`config.mk`:
```
export PLATFORM = sky130hd
export DESIGN_NAME = hco_cursor
export DESIGN_NICKNAME = d
export VERILOG_FILES = /design/src/design/hco_pkg.sv /design/src/design/hco_cursor.sv
export SDC_FILE = /design/constraint.sdc
export NUM_CORES = 1
export LEC_CHECK = 0
export ABC_AREA = 1
export ABC_CLOCK_PERIOD_IN_PS = 4600
export BUFFER_PORTS_ARGS = -buffer_cell sky130_fd_sc_hd__buf_2
export CORE_ASPECT_RATIO = 1.2
export CORE_MARGIN = 4
export CORE_UTILIZATION = 60
export DETAILED_ROUTE_END_ITERATION = 10
export GPL_ROUTABILITY_DRIVEN = 0
export MAX_ROUTING_LAYER = met4
export PLACE_DENSITY = 0.8
export REMOVE_ABC_BUFFERS = 1
export SETUP_SLACK_MARGIN = 0.02
export SYNTH_ARGS = -nofsm -noshare
export SYNTH_HDL_FRONTEND = slang
export SYNTH_SLANG_ARGS = --single-unit
```
`constraint.sdc`:
```
create_clock -name mclk -period 4.6 [get_ports mclk]
set_input_delay 0.92 -clock mclk [delete_from_list [all_inputs] [get_ports mclk]]
set_output_delay 0.92 -clock mclk [all_outputs]
set_load 0.02 [all_outputs]
```
`src/design/hco_pkg.sv`:
```
// Constants, types and register map of the hardware cursor overlay
// How it works
// Code 00 passes pixel, 01 inverts, 10 first colour, 11 second colour.
// Image word holds sixteen 2-bit pixels, pixel 0 in lowest bit pair.
// Image lines are fetched by own bus master, one line at a time.
// Overlay starts where pixel counter equals X and line counter equals Y.
// Dual scan: start address, wrap address at upper height carry, back again.
// No cursor pixels below the last active screen line.
// No cursor pixels right of the last active pixel of a line.
// New vertical position is used only from the next frame.
// New horizontal position used from next frame; also upper half start.
// Lower half vertical position starts lower cursor, takes effect next frame.
// Cursor blink, 50% duty, period a programmable count of frames.
// In blink phase, blink colours replace first and second colours.
// Two-bit stride code selects 1 to 4 words between image lines.
// Six-bit height field holds lines minus one; upper half only in dual scan.
// Two-bit width code selects 1 to 4 words shown per line.
// Six-bit lower height field used only when dual scan is selected.
// First colour register for code 2, second colour register for code 3.
// Enable bit in position register turns overlay on; clear means no overlay.
// Software sets wrap address equal to start and positions within active area.
// Width below stride with offset start shows the right part of a wider image.
// Software should not toggle enable while changing bitmaps.
// Pending position changes take effect at the end-of-frame point.
// Reset clears the enable bit.
package hco_pkg;
  // APB register offsets (byte addresses)
  localparam logic [7:0] OFS_START = 8'h00;
  localparam logic [7:0] OFS_WRAP = 8'h04;
  localparam logic [7:0] OFS_DIM = 8'h08;
  localparam logic [7:0] OFS_COL1 = 8'h0C;
  localparam logic [7:0] OFS_COL2 = 8'h10;
  localparam logic [7:0] OFS_POS = 8'h14;
  localparam logic [7:0] OFS_LOWY = 8'h18;
  localparam logic [7:0] OFS_BCOL1 = 8'h1C;
  localparam logic [7:0] OFS_BCOL2 = 8'h20;
  localparam logic [7:0] OFS_CTRL = 8'h24;
  localparam logic [7:0] OFS_STAT = 8'h28;
  // Field positions
  localparam int STRIDE_LSB = 0;
  localparam int UPPER_H_LSB = 2;
  localparam int WIDTH_LSB = 8;
  localparam int LOWER_H_LSB = 10;
  localparam int POSX_LSB = 0;
  localparam int POSY_LSB = 16;
  localparam int ENABLE_BIT = 31;
  localparam int DUAL_BIT = 0;
  localparam int BLINK_EN_BIT = 1;
  localparam int BLINK_HALF_LSB = 8;
  // Reset values
  localparam logic [31:0] RST_ZERO = 32'h0000_0000;
  localparam logic [7:0] RST_BLINK_HALF = 8'h10;
  // Pixel codes
  localparam logic [1:0] CODE_CLEAR = 2'h0;
  localparam logic [1:0] CODE_INVERT = 2'h1;
  localparam logic [1:0] CODE_COL1 = 2'h2;
  localparam logic [1:0] CODE_COL2 = 2'h3;
  localparam int PIX_PER_WORD = 16;
  localparam int WORD_BYTES = 4;

  typedef enum logic [2:0] {
    PH_UP_WAIT = 3'b000,
    PH_UP_DRAW = 3'b001,
    PH_LO_WAIT = 3'b010,
    PH_LO_DRAW = 3'b011,
    PH_DONE = 3'b100
  } hco_phase_t;

  typedef enum logic [1:0] {
    FT_IDLE = 2'b00,
    FT_REQ = 2'b01
  } hco_fetch_t;

  // Video timing and pixel stream from the raster pipeline
  typedef struct packed {
    logic [10:0] hCount;
    logic [10:0] vCount;
    logic hActive;
    logic vActive;
    logic pixEn;
    logic lineEnd;
    logic frameEnd;
    logic [23:0] pixel;
  } hco_video_t;
endpackage

```
`src/design/hco_cursor.sv`:
```
// Hardware cursor overlay: APB registers, image fetch master and pixel mux
//
// Design decisions made here: the APB interface to the registers and the register addresses.
`timescale 1ns/10ps
module hco_cursor
  import hco_pkg::*;
(
  // Clock and reset
  input wire logic mclk,
  input wire logic rst,
  // APB slave
  input wire logic psel,
  input wire logic penable,
  input wire logic pwrite,
  input wire logic [7:0] paddr,
  input wire logic [31:0] pwdata,
  output logic [31:0] prdata,
  output logic pready,
  output logic pslverr,
  // Image fetch master
  output logic memReq,
  output logic [31:0] memAddr,
  input wire logic memAck,
  input wire logic [31:0] memData,
  // Video stream in and out
  input wire hco_video_t vidIn,
  output logic [23:0] pixelOut,
  output logic pixelOutValid
);
  logic [31:0] start_reg, wrap_reg, dim_reg, col1_reg, col2_reg, pos_reg, lowY_reg;
  logic [31:0] bcol1_reg, bcol2_reg, ctrl_reg;
  logic [31:0] prdata_reg;
  logic slverr_reg, ackPend_reg;
  logic [10:0] xLat_reg, yLat_reg, lowYLat_reg;
  hco_phase_t phase_reg;
  hco_fetch_t fetch_reg;
  logic [5:0] lineCnt_reg;
  logic [31:0] ptr_reg;
  logic [1:0] wordIdx_reg;
  logic [31:0] lineBuf [0:3];
  logic running_reg;
  logic [5:0] pixIdx_reg;
  logic [7:0] blinkCnt_reg;
  logic blinkPhase_reg;
  logic [23:0] pixelOut_reg;
  logic outValid_reg;

  // APB decode
  wire setup = psel & ~penable;
  wire wrAccess = psel & penable & pwrite;
  wire hitStart = paddr == OFS_START;
  wire hitWrap = paddr == OFS_WRAP;
  wire hitDim = paddr == OFS_DIM;
  wire hitCol1 = paddr == OFS_COL1;
  wire hitCol2 = paddr == OFS_COL2;
  wire hitPos = paddr == OFS_POS;
  wire hitLowY = paddr == OFS_LOWY;
  wire hitBcol1 = paddr == OFS_BCOL1;
  wire hitBcol2 = paddr == OFS_BCOL2;
  wire hitCtrl = paddr == OFS_CTRL;
  wire hitStat = paddr == OFS_STAT;
  wire hitAny = hitStart | hitWrap | hitDim | hitCol1 | hitCol2 | hitPos | hitLowY | hitBcol1 | hitBcol2
    | hitCtrl | hitStat;
  wire [31:0] statusWord = {22'h0, blinkPhase_reg, running_reg, lineCnt_reg, phase_reg == PH_LO_DRAW,
    phase_reg == PH_UP_DRAW};
  wire [31:0] readMux = hitStart ? start_reg : hitWrap ? wrap_reg : hitDim ? dim_reg : hitCol1 ? col1_reg :
    hitCol2 ? col2_reg : hitPos ? pos_reg : hitLowY ? lowY_reg : hitBcol1 ? bcol1_reg :
    hitBcol2 ? bcol2_reg : hitCtrl ? ctrl_reg : hitStat ? statusWord : 32'h0000_0000;
  assign pready = psel & penable & ackPend_reg;
  assign prdata = prdata_reg;
  assign pslverr = pready & slverr_reg;
  wire doWrite = wrAccess & ackPend_reg & ~slverr_reg;

  // Configuration fields
  // stride code
  wire [1:0] strideCode = dim_reg[STRIDE_LSB +: 2];
  // upper height
  wire [5:0] upperLines = dim_reg[UPPER_H_LSB +: 6];
  // width code
  wire [1:0] widthCode = dim_reg[WIDTH_LSB +: 2];
  // lower height
  wire [5:0] lowerLines = dim_reg[LOWER_H_LSB +: 6];
  wire dualScan = ctrl_reg[DUAL_BIT];
  wire blinkEn = ctrl_reg[BLINK_EN_BIT];
  wire [7:0] blinkHalf = ctrl_reg[BLINK_HALF_LSB +: 8];
  // enable bit
  wire overlayOn = pos_reg[ENABLE_BIT];
  wire [31:0] strideBytes = 32'({strideCode, 2'b00}) + 32'(WORD_BYTES);
  wire [10:0] nextLine = vidIn.vCount + 11'h001;

  always_ff @(posedge mclk) begin
    if (rst) begin
      ackPend_reg <= 1'b0;
      slverr_reg <= 1'b0;
      prdata_reg <= RST_ZERO;
    end else begin
      ackPend_reg <= setup;
      if (setup) begin
        slverr_reg <= ~hitAny | (pwrite & hitStat);
        prdata_reg <= pwrite ? RST_ZERO : readMux;
      end
    end
  end

  always_ff @(posedge mclk) begin
    if (rst) begin
      start_reg <= RST_ZERO;
      wrap_reg <= RST_ZERO;
      dim_reg <= RST_ZERO;
      col1_reg <= RST_ZERO;
      col2_reg <= RST_ZERO;
      // enable cleared
      pos_reg <= RST_ZERO;
      lowY_reg <= RST_ZERO;
      bcol1_reg <= RST_ZERO;
      bcol2_reg <= RST_ZERO;
      ctrl_reg <= {16'h0000, RST_BLINK_HALF, 8'h00};
    end else if (doWrite) begin
      if (hitStart) start_reg <= pwdata;
      if (hitWrap) wrap_reg <= pwdata;
      if (hitDim) dim_reg <= {16'h0000, pwdata[15:0]};
      if (hitCol1) col1_reg <= {8'h00, pwdata[23:0]};
      if (hitCol2) col2_reg <= {8'h00, pwdata[23:0]};
      if (hitPos) pos_reg <= {pwdata[31], 4'h0, pwdata[26:16], 5'h00, pwdata[10:0]};
      if (hitLowY) lowY_reg <= {21'h000000, pwdata[10:0]};
      if (hitBcol1) bcol1_reg <= {8'h00, pwdata[23:0]};
      if (hitBcol2) bcol2_reg <= {8'h00, pwdata[23:0]};
      if (hitCtrl) ctrl_reg <= {16'h0000, pwdata[15:8], 6'h00, pwdata[1:0]};
    end
  end

  // Positions are shadowed so a write mid-frame cannot tear the cursor
  always_ff @(posedge mclk) begin
    if (rst) begin
      xLat_reg <= 11'h000;
      yLat_reg <= 11'h000;
      lowYLat_reg <= 11'h000;
    end else if (vidIn.frameEnd) begin
      // apply at end of frame
      // vertical from next frame
      yLat_reg <= pos_reg[POSY_LSB +: 11];
      // horizontal from next frame
      xLat_reg <= pos_reg[POSX_LSB +: 11];
      // lower half from next frame
      lowYLat_reg <= lowY_reg[10:0];
    end
  end

  // blink half period in frames
  always_ff @(posedge mclk) begin
    if (rst) begin
      blinkCnt_reg <= 8'h00;
      blinkPhase_reg <= 1'b0;
    end else if (!blinkEn) begin
      blinkCnt_reg <= 8'h00;
      blinkPhase_reg <= 1'b0;
    end else if (vidIn.frameEnd) begin
      if (blinkCnt_reg >= blinkHalf) begin
        blinkCnt_reg <= 8'h00;
        blinkPhase_reg <= ~blinkPhase_reg;
      end else begin
        blinkCnt_reg <= blinkCnt_reg + 8'h01;
      end
    end
  end

  // Line sequencing: one decision at each line end for the line that follows
  wire startUpper = phase_reg == PH_UP_WAIT && nextLine == yLat_reg;
  wire startLower = phase_reg == PH_LO_WAIT && nextLine == lowYLat_reg;
  wire drawing = phase_reg == PH_UP_DRAW || phase_reg == PH_LO_DRAW;
  wire [5:0] heightLim = phase_reg == PH_LO_DRAW ? lowerLines : upperLines;
  wire heightCarry = drawing && lineCnt_reg == heightLim;
  wire fetchKick = vidIn.lineEnd && overlayOn && (startUpper || startLower || (drawing && !heightCarry));

  always_ff @(posedge mclk) begin
    if (rst) begin
      phase_reg <= PH_DONE;
      lineCnt_reg <= 6'h00;
      ptr_reg <= RST_ZERO;
    end else if (vidIn.frameEnd) begin
      // each frame opens at the start address
      phase_reg <= PH_UP_WAIT;
      lineCnt_reg <= 6'h00;
      ptr_reg <= start_reg;
    end else if (vidIn.lineEnd) begin
      case (phase_reg)
        // vertical match
        PH_UP_WAIT: if (startUpper) phase_reg <= PH_UP_DRAW;
        PH_LO_WAIT: if (startLower) phase_reg <= PH_LO_DRAW;
        PH_UP_DRAW, PH_LO_DRAW: begin
          if (heightCarry) begin
            lineCnt_reg <= 6'h00;
            // jump between halves on height carry
            if (phase_reg == PH_UP_DRAW && dualScan) begin
              ptr_reg <= wrap_reg;
              phase_reg <= PH_LO_WAIT;
            end else begin
              ptr_reg <= phase_reg == PH_LO_DRAW ? start_reg : wrap_reg;
              phase_reg <= PH_DONE;
            end
          end else begin
            lineCnt_reg <= lineCnt_reg + 6'h01;
            // advance by stride
            ptr_reg <= ptr_reg + strideBytes;
          end
        end
        default: phase_reg <= phase_reg;
      endcase
    end
  end

  // Fetch address for the first line of a half is the pointer itself, later lines add the stride
  logic [31:0] lineBase_reg;
  wire [31:0] kickBase = (startUpper || startLower) ? ptr_reg : ptr_reg + strideBytes;

  // own bus master, one line per fetch
  always_ff @(posedge mclk) begin
    if (rst) begin
      fetch_reg <= FT_IDLE;
      wordIdx_reg <= 2'h0;
      lineBase_reg <= RST_ZERO;
    end else begin
      case (fetch_reg)
        FT_IDLE: begin
          if (fetchKick) begin
            fetch_reg <= FT_REQ;
            wordIdx_reg <= 2'h0;
            lineBase_reg <= kickBase;
          end
        end
        FT_REQ: begin
          if (memAck) begin
            // only the width words are fetched and shown
            if (wordIdx_reg == widthCode) fetch_reg <= FT_IDLE;
            wordIdx_reg <= wordIdx_reg + 2'h1;
          end
        end
        default: fetch_reg <= FT_IDLE;
      endcase
    end
  end

  always_ff @(posedge mclk) begin
    if (fetch_reg == FT_REQ && memAck) lineBuf[wordIdx_reg] <= memData;
  end

  assign memReq = fetch_reg == FT_REQ;
  assign memAddr = lineBase_reg + {28'h0000000, wordIdx_reg, 2'b00};

  // Horizontal run across the current cursor line
  wire visible = vidIn.hActive && vidIn.vActive;
  wire [5:0] lastPix = {widthCode, 4'hF};
  wire runStart = drawing && overlayOn && vidIn.pixEn && vidIn.hCount == xLat_reg;
  wire inRun = running_reg || runStart;
  wire [5:0] curIdx = runStart ? 6'h00 : pixIdx_reg;
  wire [31:0] curWord = lineBuf[curIdx[5:4]];
  // pixel n at bits 2n+1:2n
  wire [1:0] code = curWord[{curIdx[3:0], 1'b0} +: 2];

  always_ff @(posedge mclk) begin
    if (rst) begin
      running_reg <= 1'b0;
      pixIdx_reg <= 6'h00;
    end else if (vidIn.lineEnd || !overlayOn) begin
      running_reg <= 1'b0;
      pixIdx_reg <= 6'h00;
    end else if (vidIn.pixEn && inRun) begin
      // run length from width
      running_reg <= curIdx != lastPix;
      pixIdx_reg <= curIdx + 6'h01;
    end
  end

  // blink colours swap in
  wire [23:0] colA = blinkPhase_reg ? bcol1_reg[23:0] : col1_reg[23:0];
  wire [23:0] colB = blinkPhase_reg ? bcol2_reg[23:0] : col2_reg[23:0];
  logic [23:0] mixed;
  always_comb begin
    mixed = vidIn.pixel;
    // bottom clip and R7 right clip via active window
    if (inRun && visible && overlayOn) begin
      // code decode
      case (code)
        CODE_CLEAR: mixed = vidIn.pixel;
        CODE_INVERT: mixed = ~vidIn.pixel;
        // colour registers per code
        CODE_COL1: mixed = colA;
        CODE_COL2: mixed = colB;
        default: mixed = vidIn.pixel;
      endcase
    end
  end

  always_ff @(posedge mclk) begin
    if (rst) begin
      pixelOut_reg <= 24'h000000;
      outValid_reg <= 1'b0;
    end else begin
      outValid_reg <= vidIn.pixEn;
      if (vidIn.pixEn) pixelOut_reg <= mixed;
    end
  end

  assign pixelOut = pixelOut_reg;
  assign pixelOutValid = outValid_reg;
endmodule

```
==> summary.md, run 1 <==
| Metric | Value |
|---|---|
| Commonest cells after routing, fill and taps aside | nand2_1, o21ai_0, dfxtp_1 |
| Initial core utilization | 0.607 |
| Synth Area in Compound Gates | 0.208 |
| Simple-Gate Fraction of Synth Area | 0.203 |
| Clock-pin slew on the worst setup and hold paths | 0.06 ns |
| FF-to-FF End | ptr_reg[31] |
| Final worst slack | 0.272 ns |
| Antenna violations before repair | 3 |
| Hold Path Sink | prdata[14] |
| CP delay by family, top | simple AND/OR/NAND/NOR gates |
| HPWL Detailed | 54.7 mm |
| Total overflow reported by the global router | 0 |
| Area grow syn2layout | 12.5% |
| Gate Count Post-Synth | 3490 |
| H-tree depth | 2 |
| Final wirelength | 78.4 mm |
| Vias post-DR | 25100 |
| Multiplexer area fraction after synthesis | 0 |
| Status | complete, no violations |
| Crit path kind | reg -> out |
| Max_cap viols | 0 |
| CTS sink cnt | 532 |
| Largest family of logic cells by synthesized area | compound AO/OA/AOI/OAI gates |
| Post-route insts no fill | 4211 |
| Tightest Pin Transition | 1.03 ns |
| F_max | 231 MHz |
| Data required time of the worst path | 3.68 ns |
| Asr flop ratio synth | 0 |
| Cell Chain, Critical Path | ha_1 -> inv_1 -> fa_2 -> nor2_4 -> nand3_4 -> nor4_4 -> nand3_1 -> nor3_1 -> nand3_1 -> nor3_2 -> nand4_1 -> nor2_2 -> nand3_1 -> xor2_1 -> buf_4 |
| Tot Pwr | 9490 uW |
| Main flop type after synthesis | dfxtp_1 |
| Switch share | 0.222 |
| Die W | 198 um |
| Max-slew violation count | 0 |
| Slowest stage delay, CP | 0.38 ns |
| Number of synthesized register bits | 532 |
| CTS tree | yes |
| Vias in the first global route | 23200 |
| Antenna viol nets, final | 0 |
| Area of the mapped netlist | 26000 um2 |
| Worst Path Max Fanout | 7 |
| Critical Path Start Type | flop |
| PwrDens | 325 nW/um2 |
| Tot GR Track Use | 0.329 |
| Syn Area/Cell | 7.44 um2 |
| Final worst path period share | 0.941 |
| Synth unique cells | 48 |
| Slew HR | 0.310 |
| DRT iter0 DRCs | 3005 |
| Yosys warnings | 0 |
| CP max stage cell | dfxtp_4 |
| Commonest non-fill, non-tap cell in the layout | nand2_1 |
| Clock network fraction of design power | 0.449 |
| Hold Buf Count CTS | 0 |
| Psw | 2110 uW |
| EDFF count, synth | 128 |
| Critical Path Sink Type | primary output |
| Setup Skew | 0.0254 ns |
| P_leak | 0.0115 uW |
| Max reg flops | 128 |
| Post-Place Worst Slack | 0.329 ns |
| Core footprint | 42800 um2 |
| RSZ-0062 raised after global routing | yes |
| Setup Viol. Count Final | 0 |
| Clk Tree Root Cell | clkbuf_16 |
| Crit path time final | 4.33 ns |
| Avg Vias per Cell | 5.95 |
| Wire length per cell | 18.6 um |
| Internal power | 7380 uW |
| Final Hold Vio Count | 0 |
| CTS max path bufs | 3 |
| Nets | 3769 |
| Reg2reg setup slack | 0.82 ns |
| Type of the worst min-delay path | reg -> reg |
| Total CTS buffers | 51 |
| Final hold slack | 0.462 ns |
| Die H | 236 um |
| Top reg by flops | lineBuf |
| Min-delay src | prdata[14] |
| Seq/Total Area, Yosys | 0.459 |
| Post-Synth XOR/XNOR Area | 0.0273 |
| Comb power frac | 0.043 |
| Later-pin clock latency in the skew report | 0.60 ns |
| Seq pwr share | 0.509 |
| Die footprint | 46700 um2 |
| DRT Pass-1 Iters | 7 |
| First-pass GRT wire length | 122 mm |
| Largest net degree at the start of global routing | 88 |
| Total I/O pin count | 221 |
| Worst path most repeated cell | nand3_1 |
| Reg2Reg Depth | 22 |
| Origin of the critical flop-to-flop path | dim_reg[0] |
| Hold Path Stages | 2 |
| VDD IR max | 0.335 mV |
| # DRC | 0 |
| Share of layout cells above drive strength 1 | 0.121 |
| PortBufs | 220 |
| Crit path buf inv count | 2 |
| Worst path arrival time | 3.41 ns |
| Synth Area in Adders | 0.0121 |
| Dpl cells | 4111 |
| Row cnt | 83 |
-- cell families (layout without fill, tap and decap cells) --
| logic type | count (synthesis) | count (layout) |
|---|---|---|
| AND/OR/NAND/NOR | 1274 | 1274 |
| AO/OA/AOI/OAI | 984 | 984 |
| buffers and inverters | 595 | 760 |
| flip-flops | 532 | 532 |
| XOR/XNOR | 81 | 81 |
| adder cells (fa/ha/maj) | 24 | 24 |
| other | 0 | 4 |
-- repair_timing --
action,CTS,global route
pin swaps,4,4
endpoints found under the setup margin,5,6
resized for setup,8,15
setup buffers,2,2
cloned,0,0
-- synth_stat cells, types with 3 or more instances --
| library cell | instances | area share |
|---|---|---|
| nand3_1 | 182 | 0.035 |
| a21oi_1 | 331 | 0.064 |
| ha_1 | 22 | 0.011 |
| o22ai_1 | 26 | 0.0063 |
| or2_2 | 13 | 0.0031 |
| nand4_1 | 20 | 0.0048 |
| buf_2 | 32 | 0.0062 |
| nor4_1 | 12 | 0.0029 |
| o21ai_0 | 458 | 0.088 |
| a21o_1 | 3 | 0.00087 |
| inv_1 | 364 | 0.053 |
| clkbuf_1 | 160 | 0.023 |
| o21ai_1 | 4 | 0.00077 |
| nand2_2 | 7 | 0.0017 |
| inv_2 | 7 | 0.0010 |
| a31oi_1 | 33 | 0.0079 |
| clkinv_1 | 8 | 0.0012 |
| nor2_1 | 354 | 0.051 |
| nor3_1 | 27 | 0.0052 |
| buf_4 | 6 | 0.0017 |
| xor2_1 | 66 | 0.022 |
| buf_6 | 7 | 0.0030 |
| nor2_4 | 4 | 0.0017 |
| nand2_1 | 637 | 0.092 |
| edfxtp_1 | 128 | 0.15 |
| a211oi_1 | 25 | 0.0072 |
| nand3b_1 | 11 | 0.0032 |
| dfxtp_1 | 404 | 0.31 |
| o2111ai_1 | 20 | 0.0067 |
| a21oi_2 | 11 | 0.0037 |
| buf_1 | 11 | 0.0016 |
| o211ai_1 | 49 | 0.014 |
| xnor2_1 | 15 | 0.0051 |
| o221ai_1 | 13 | 0.0044 |
-- through the flow --
step	utilization	instance area, um2	TNS, ns
2_1_floorplan	-	25100	-15.62
3_3_place_gp	0.641	27400	0
3_5_place_dp	0.641	27400	0
4_1_cts	0.681	29200	0
5_1_grt	0.683	29200	-0.0404
6_report	0.683	29200	0
-- tightest hold or removal path, cell delays in order, from the launching register on --
cell and delay, ns:
dfxtp_1 0.31, nand2_1 0.06, a21oi_1 0.05
-- metal layers --
metal  global-route usage  vias up  wire, um
li1                     -    11900         -
met1                0.416    11500     30100
met2                0.517     1408     36300
met3               0.0534      274      7640
met4                0.158        0      4310
met5                    -        -         0
-- area by class of cell --
cell class / count / area, um2
inverters: 379 / 1430
repair buffers: 289 / 1670
clock inverters: 18 / 215
well taps: 552 / 691
fillers: 3440 / 13500
flip-flops and latches: 532 / 11900
multi-input cells: 2363 / 11800
diodes: 4 / 10.0
clock buffers: 74 / 1470
-- power groups by stage --
stage	sequential, uW	combinational (uW)	clock [uW]
after floorplan	4940	174	0
after global placement	4930	382	0
after detailed placement	4930	395	0
after CTS	4830	398	4280
after global routing	4830	442	4470
final	4830	405	4260
-- worst max path at each step --
stage | endpoint | startpoint | cells past startpoint | slack, ns
final | memAddr[28] | wordIdx_reg[0] | 15 | 0.27
after global routing | memAddr[31] | wordIdx_reg[1] | 17 | -0.02
after CTS | memAddr[28] | wordIdx_reg[0] | 15 | 0.04
after detailed placement | memAddr[28] | wordIdx_reg[0] | 15 | 0.33
after global placement | memAddr[30] | wordIdx_reg[0] | 15 | 0.36
after floorplan | start_reg[0] | pwrite | 7 | -0.48
(Power assumes the default switching activity.)
==> inputs of run 2 (changes only) <==
--- a/config.mk
+++ b/config.mk
@@ -5,7 +5,6 @@
 export SDC_FILE = /design/constraint.sdc
 export NUM_CORES = 1
 export LEC_CHECK = 0
-export ABC_AREA = 1
 export ABC_CLOCK_PERIOD_IN_PS = 4600
 export BUFFER_PORTS_ARGS = -buffer_cell sky130_fd_sc_hd__buf_2
 export CORE_ASPECT_RATIO = 1.2
==> run 2 against run 1 <==
Synthesized cell count fell by 20%. Clock power rose by 7.0%. Hold slack lost 0.0088 ns. Combinational power grew 1%. Setup slack improved by 0.029 ns. Area after synthesis is 1.1% lower. Via count down 7.2%. Critical path type unchanged. Critical endpoint is now memAddr[30]. Highest routed layer unchanged.
==> summary.md, run 2 <==
| Metric | Value |
|---|---|
| Data required time of the worst path | 3.68 ns |
| Setup Skew | 0.0288 ns |
| Main flop type after synthesis | dfxtp_1 |
| Antenna violations before repair | 6 |
| Seq pwr share | 0.492 |
| Crit path kind | reg -> out |
| Cell Chain, Critical Path | ha_1 -> inv_1 -> fa_1 -> nor2_1 -> and3_1 -> and3_1 -> nand2_1 -> nor2_1 -> nand2_1 -> xnor2_1 -> buf_2 |
| Top reg by flops | lineBuf |
| Worst Path Max Fanout | 6 |
| Critical Path Start Type | flop |
| DRT Pass-1 Iters | 7 |
| H-tree depth | 2 |
| Worst path arrival time | 3.38 ns |
| Max_cap viols | 0 |
| Commonest non-fill, non-tap cell in the layout | nand2_1 |
| CP max stage cell | dfxtp_1 |
| Initial core utilization | 0.611 |
| Design area | 28900 um2 |
| Min-delay src | prdata[10] |
| Total I/O pin count | 221 |
| Origin of the critical flop-to-flop path | pixIdx_reg[5] |
| Synth unique cells | 88 |
| Met3 WL | 10.3 mm |
| Tightest Pin Transition | 1.23 ns |
| Tot GR Track Use | 0.349 |
| Area of the mapped netlist | 25700 um2 |
| Metal2 WL | 37.5 mm |
| Post CTS Setup Buffer Count | 0 |
| CTS max path bufs | 3 |
| Area grow syn2layout | 12.3% |
| Die footprint | 46200 um2 |
| Most common library cells after synthesis | nand2_1, dfxtp_1, a21oi_1 |
| Max-slew violation count | 0 |
| Psw | 2160 uW |
| Slew HR | 0.179 |
| Die H | 235 um |
| CTS sink cnt | 532 |
| Avg Vias per Cell | 6.64 |
| Critical Path Sink Type | primary output |
| PortBufs | 220 |
| CTS tree | yes |
| Nets | 3062 |
| Final hold slack | 0.453 ns |
| Commonest cells after routing, fill and taps aside | nand2_1, dfxtp_1, a21oi_1 |
| First-pass GRT wire length | 126 mm |
| Vias in the first global route | 22100 |
| Area post-placement | 27000 um2 |
| Wire length per cell | 23.5 um |
| Antenna viol nets, final | 0 |
| Yosys warnings | 0 |
| CP Launch Point | wordIdx_reg[0] |
| Die W | 197 um |
| Total overflow reported by the global router | 0 |
| PwrDens | 339 nW/um2 |
| Vias post-DR | 23300 |
| Hold Buf Count CTS | 0 |
| Final core occ | 0.686 |
| Later-pin clock latency in the skew report | 0.60 ns |
| Setup Viol. Count Final | 0 |
| Share of layout cells above drive strength 1 | 0.154 |
| Switch share | 0.221 |
| Core footprint | 42100 um2 |
| P_leak | 0.0105 uW |
| PostCTS Resize Cnt | 0 |
| F_max | 233 MHz |
| Seq/Total Area, Yosys | 0.464 |
| Clock network fraction of design power | 0.466 |
| Comb power frac | 0.042 |
| Post-Place Worst Slack | 0.613 ns |
| Most common cell in the synthesized netlist | nand2_1 |
| WL met1 | 29.8 mm |
| Clock-pin slew on the worst setup and hold paths | 0.06 ns |
| Max reg flops | 128 |
| DRT iter0 DRCs | 3196 |
| Uppermost layer routed | met4 |
| Slowest stage delay, CP | 0.44 ns |
| Asr flop ratio synth | 0 |
| Internal power | 7620 uW |
| Crit path time final | 4.30 ns |
| Post-synth top area cell | dfxtp_1 |
| Clk Tree Root Cell | clkbuf_16 |
| HPWL Detailed | 55.8 mm |
| Final Hold Vio Count | 0 |
| Final wirelength | 82.2 mm |
| Number of synthesized register bits | 532 |
| RSZ-0062 raised after global routing | no |
| Syn Area/Cell | 9.16 um2 |
| Yosys top cell area share | 0.315 |
| Status | complete, no violations |
| Final worst slack | 0.301 ns |
| Type of the worst min-delay path | reg -> reg |
| Row cnt | 82 |
| Total CTS buffers | 51 |
| Final worst path period share | 0.935 |
| VDD IR max | 0.275 mV |
| Synth area leaders | dfxtp_1, edfxtp_1, nand2_1 |
| Largest net degree at the start of global routing | 144 |
| Setup TNS Final | 0 ns |
| # DRC | 0 |
| Gate Count Post-Synth | 2806 |
| EDFF count, synth | 128 |
## run 2: metal layers
metal / track usage / up-vias
met3: 0.0755 / 341
met1: 0.444 / 11000
met4: 0.170 / 0
li1: - / 10300
met2: 0.533 / 1595
met5: - / -
## run 2: path summary, 6_finish.rpt
check,slack (ns),end,depth (start not counted)
setup / recovery,0.30,memAddr[30],11
hold reg to reg,0.45,prdata[10],2
hold / removal,0.45,prdata[10],2
setup reg to reg,0.82,pixelOut[2],9
## run 2: cells by family after synthesis
kind of cell,after synthesis,share of synthesized area
and+or+nand+nor,995,0.172
AOI/OAI and AO/OA,696,0.178
DFF,532,0.464
buffers and inverters,272,0.0455
muxes,196,0.0913
xor gates and xnor gates,91,0.0364
adders and majority gates,24,0.0123
## run 2: power by group through the flow
stage	Sequential, uW	Combinational, uW	Clock (uW)
floorplan	4930	124	0
global placement	4920	381	0
detailed placement	4920	392	0
CTS	4820	395	4560
global route	4820	429	4760
finish	4820	409	4560
## run 2: final cells by class
| class | instances | area [um2] |
|---|---|---|
| antenna | 7 | 17.5 |
| clock buffer | 60 | 1410 |
| clock inverter | 35 | 410 |
| fill | 3182 | 13200 |
| inverter | 45 | 169 |
| multi-input combinational | 2002 | 12600 |
| sequential | 532 | 11900 |
| tap | 546 | 683 |
| timing repair buffer | 277 | 1590 |
## run 2: through the flow
step,total power [uW],std cells
finish,9790,3504
global route,10000,3503
CTS,9770,3497
detailed placement,5310,3402
global placement,5300,3402
floorplan,5060,2579
## run 2: critical path: cells and delay by family (launching register included)
family | cells | cell delay, ns
xor+xnor | 1 | 0.13
buf+inv | 2 | 0.24
simple gates | 6 | 1.36
flops | 1 | 0.44
fa+ha+maj | 2 | 0.63
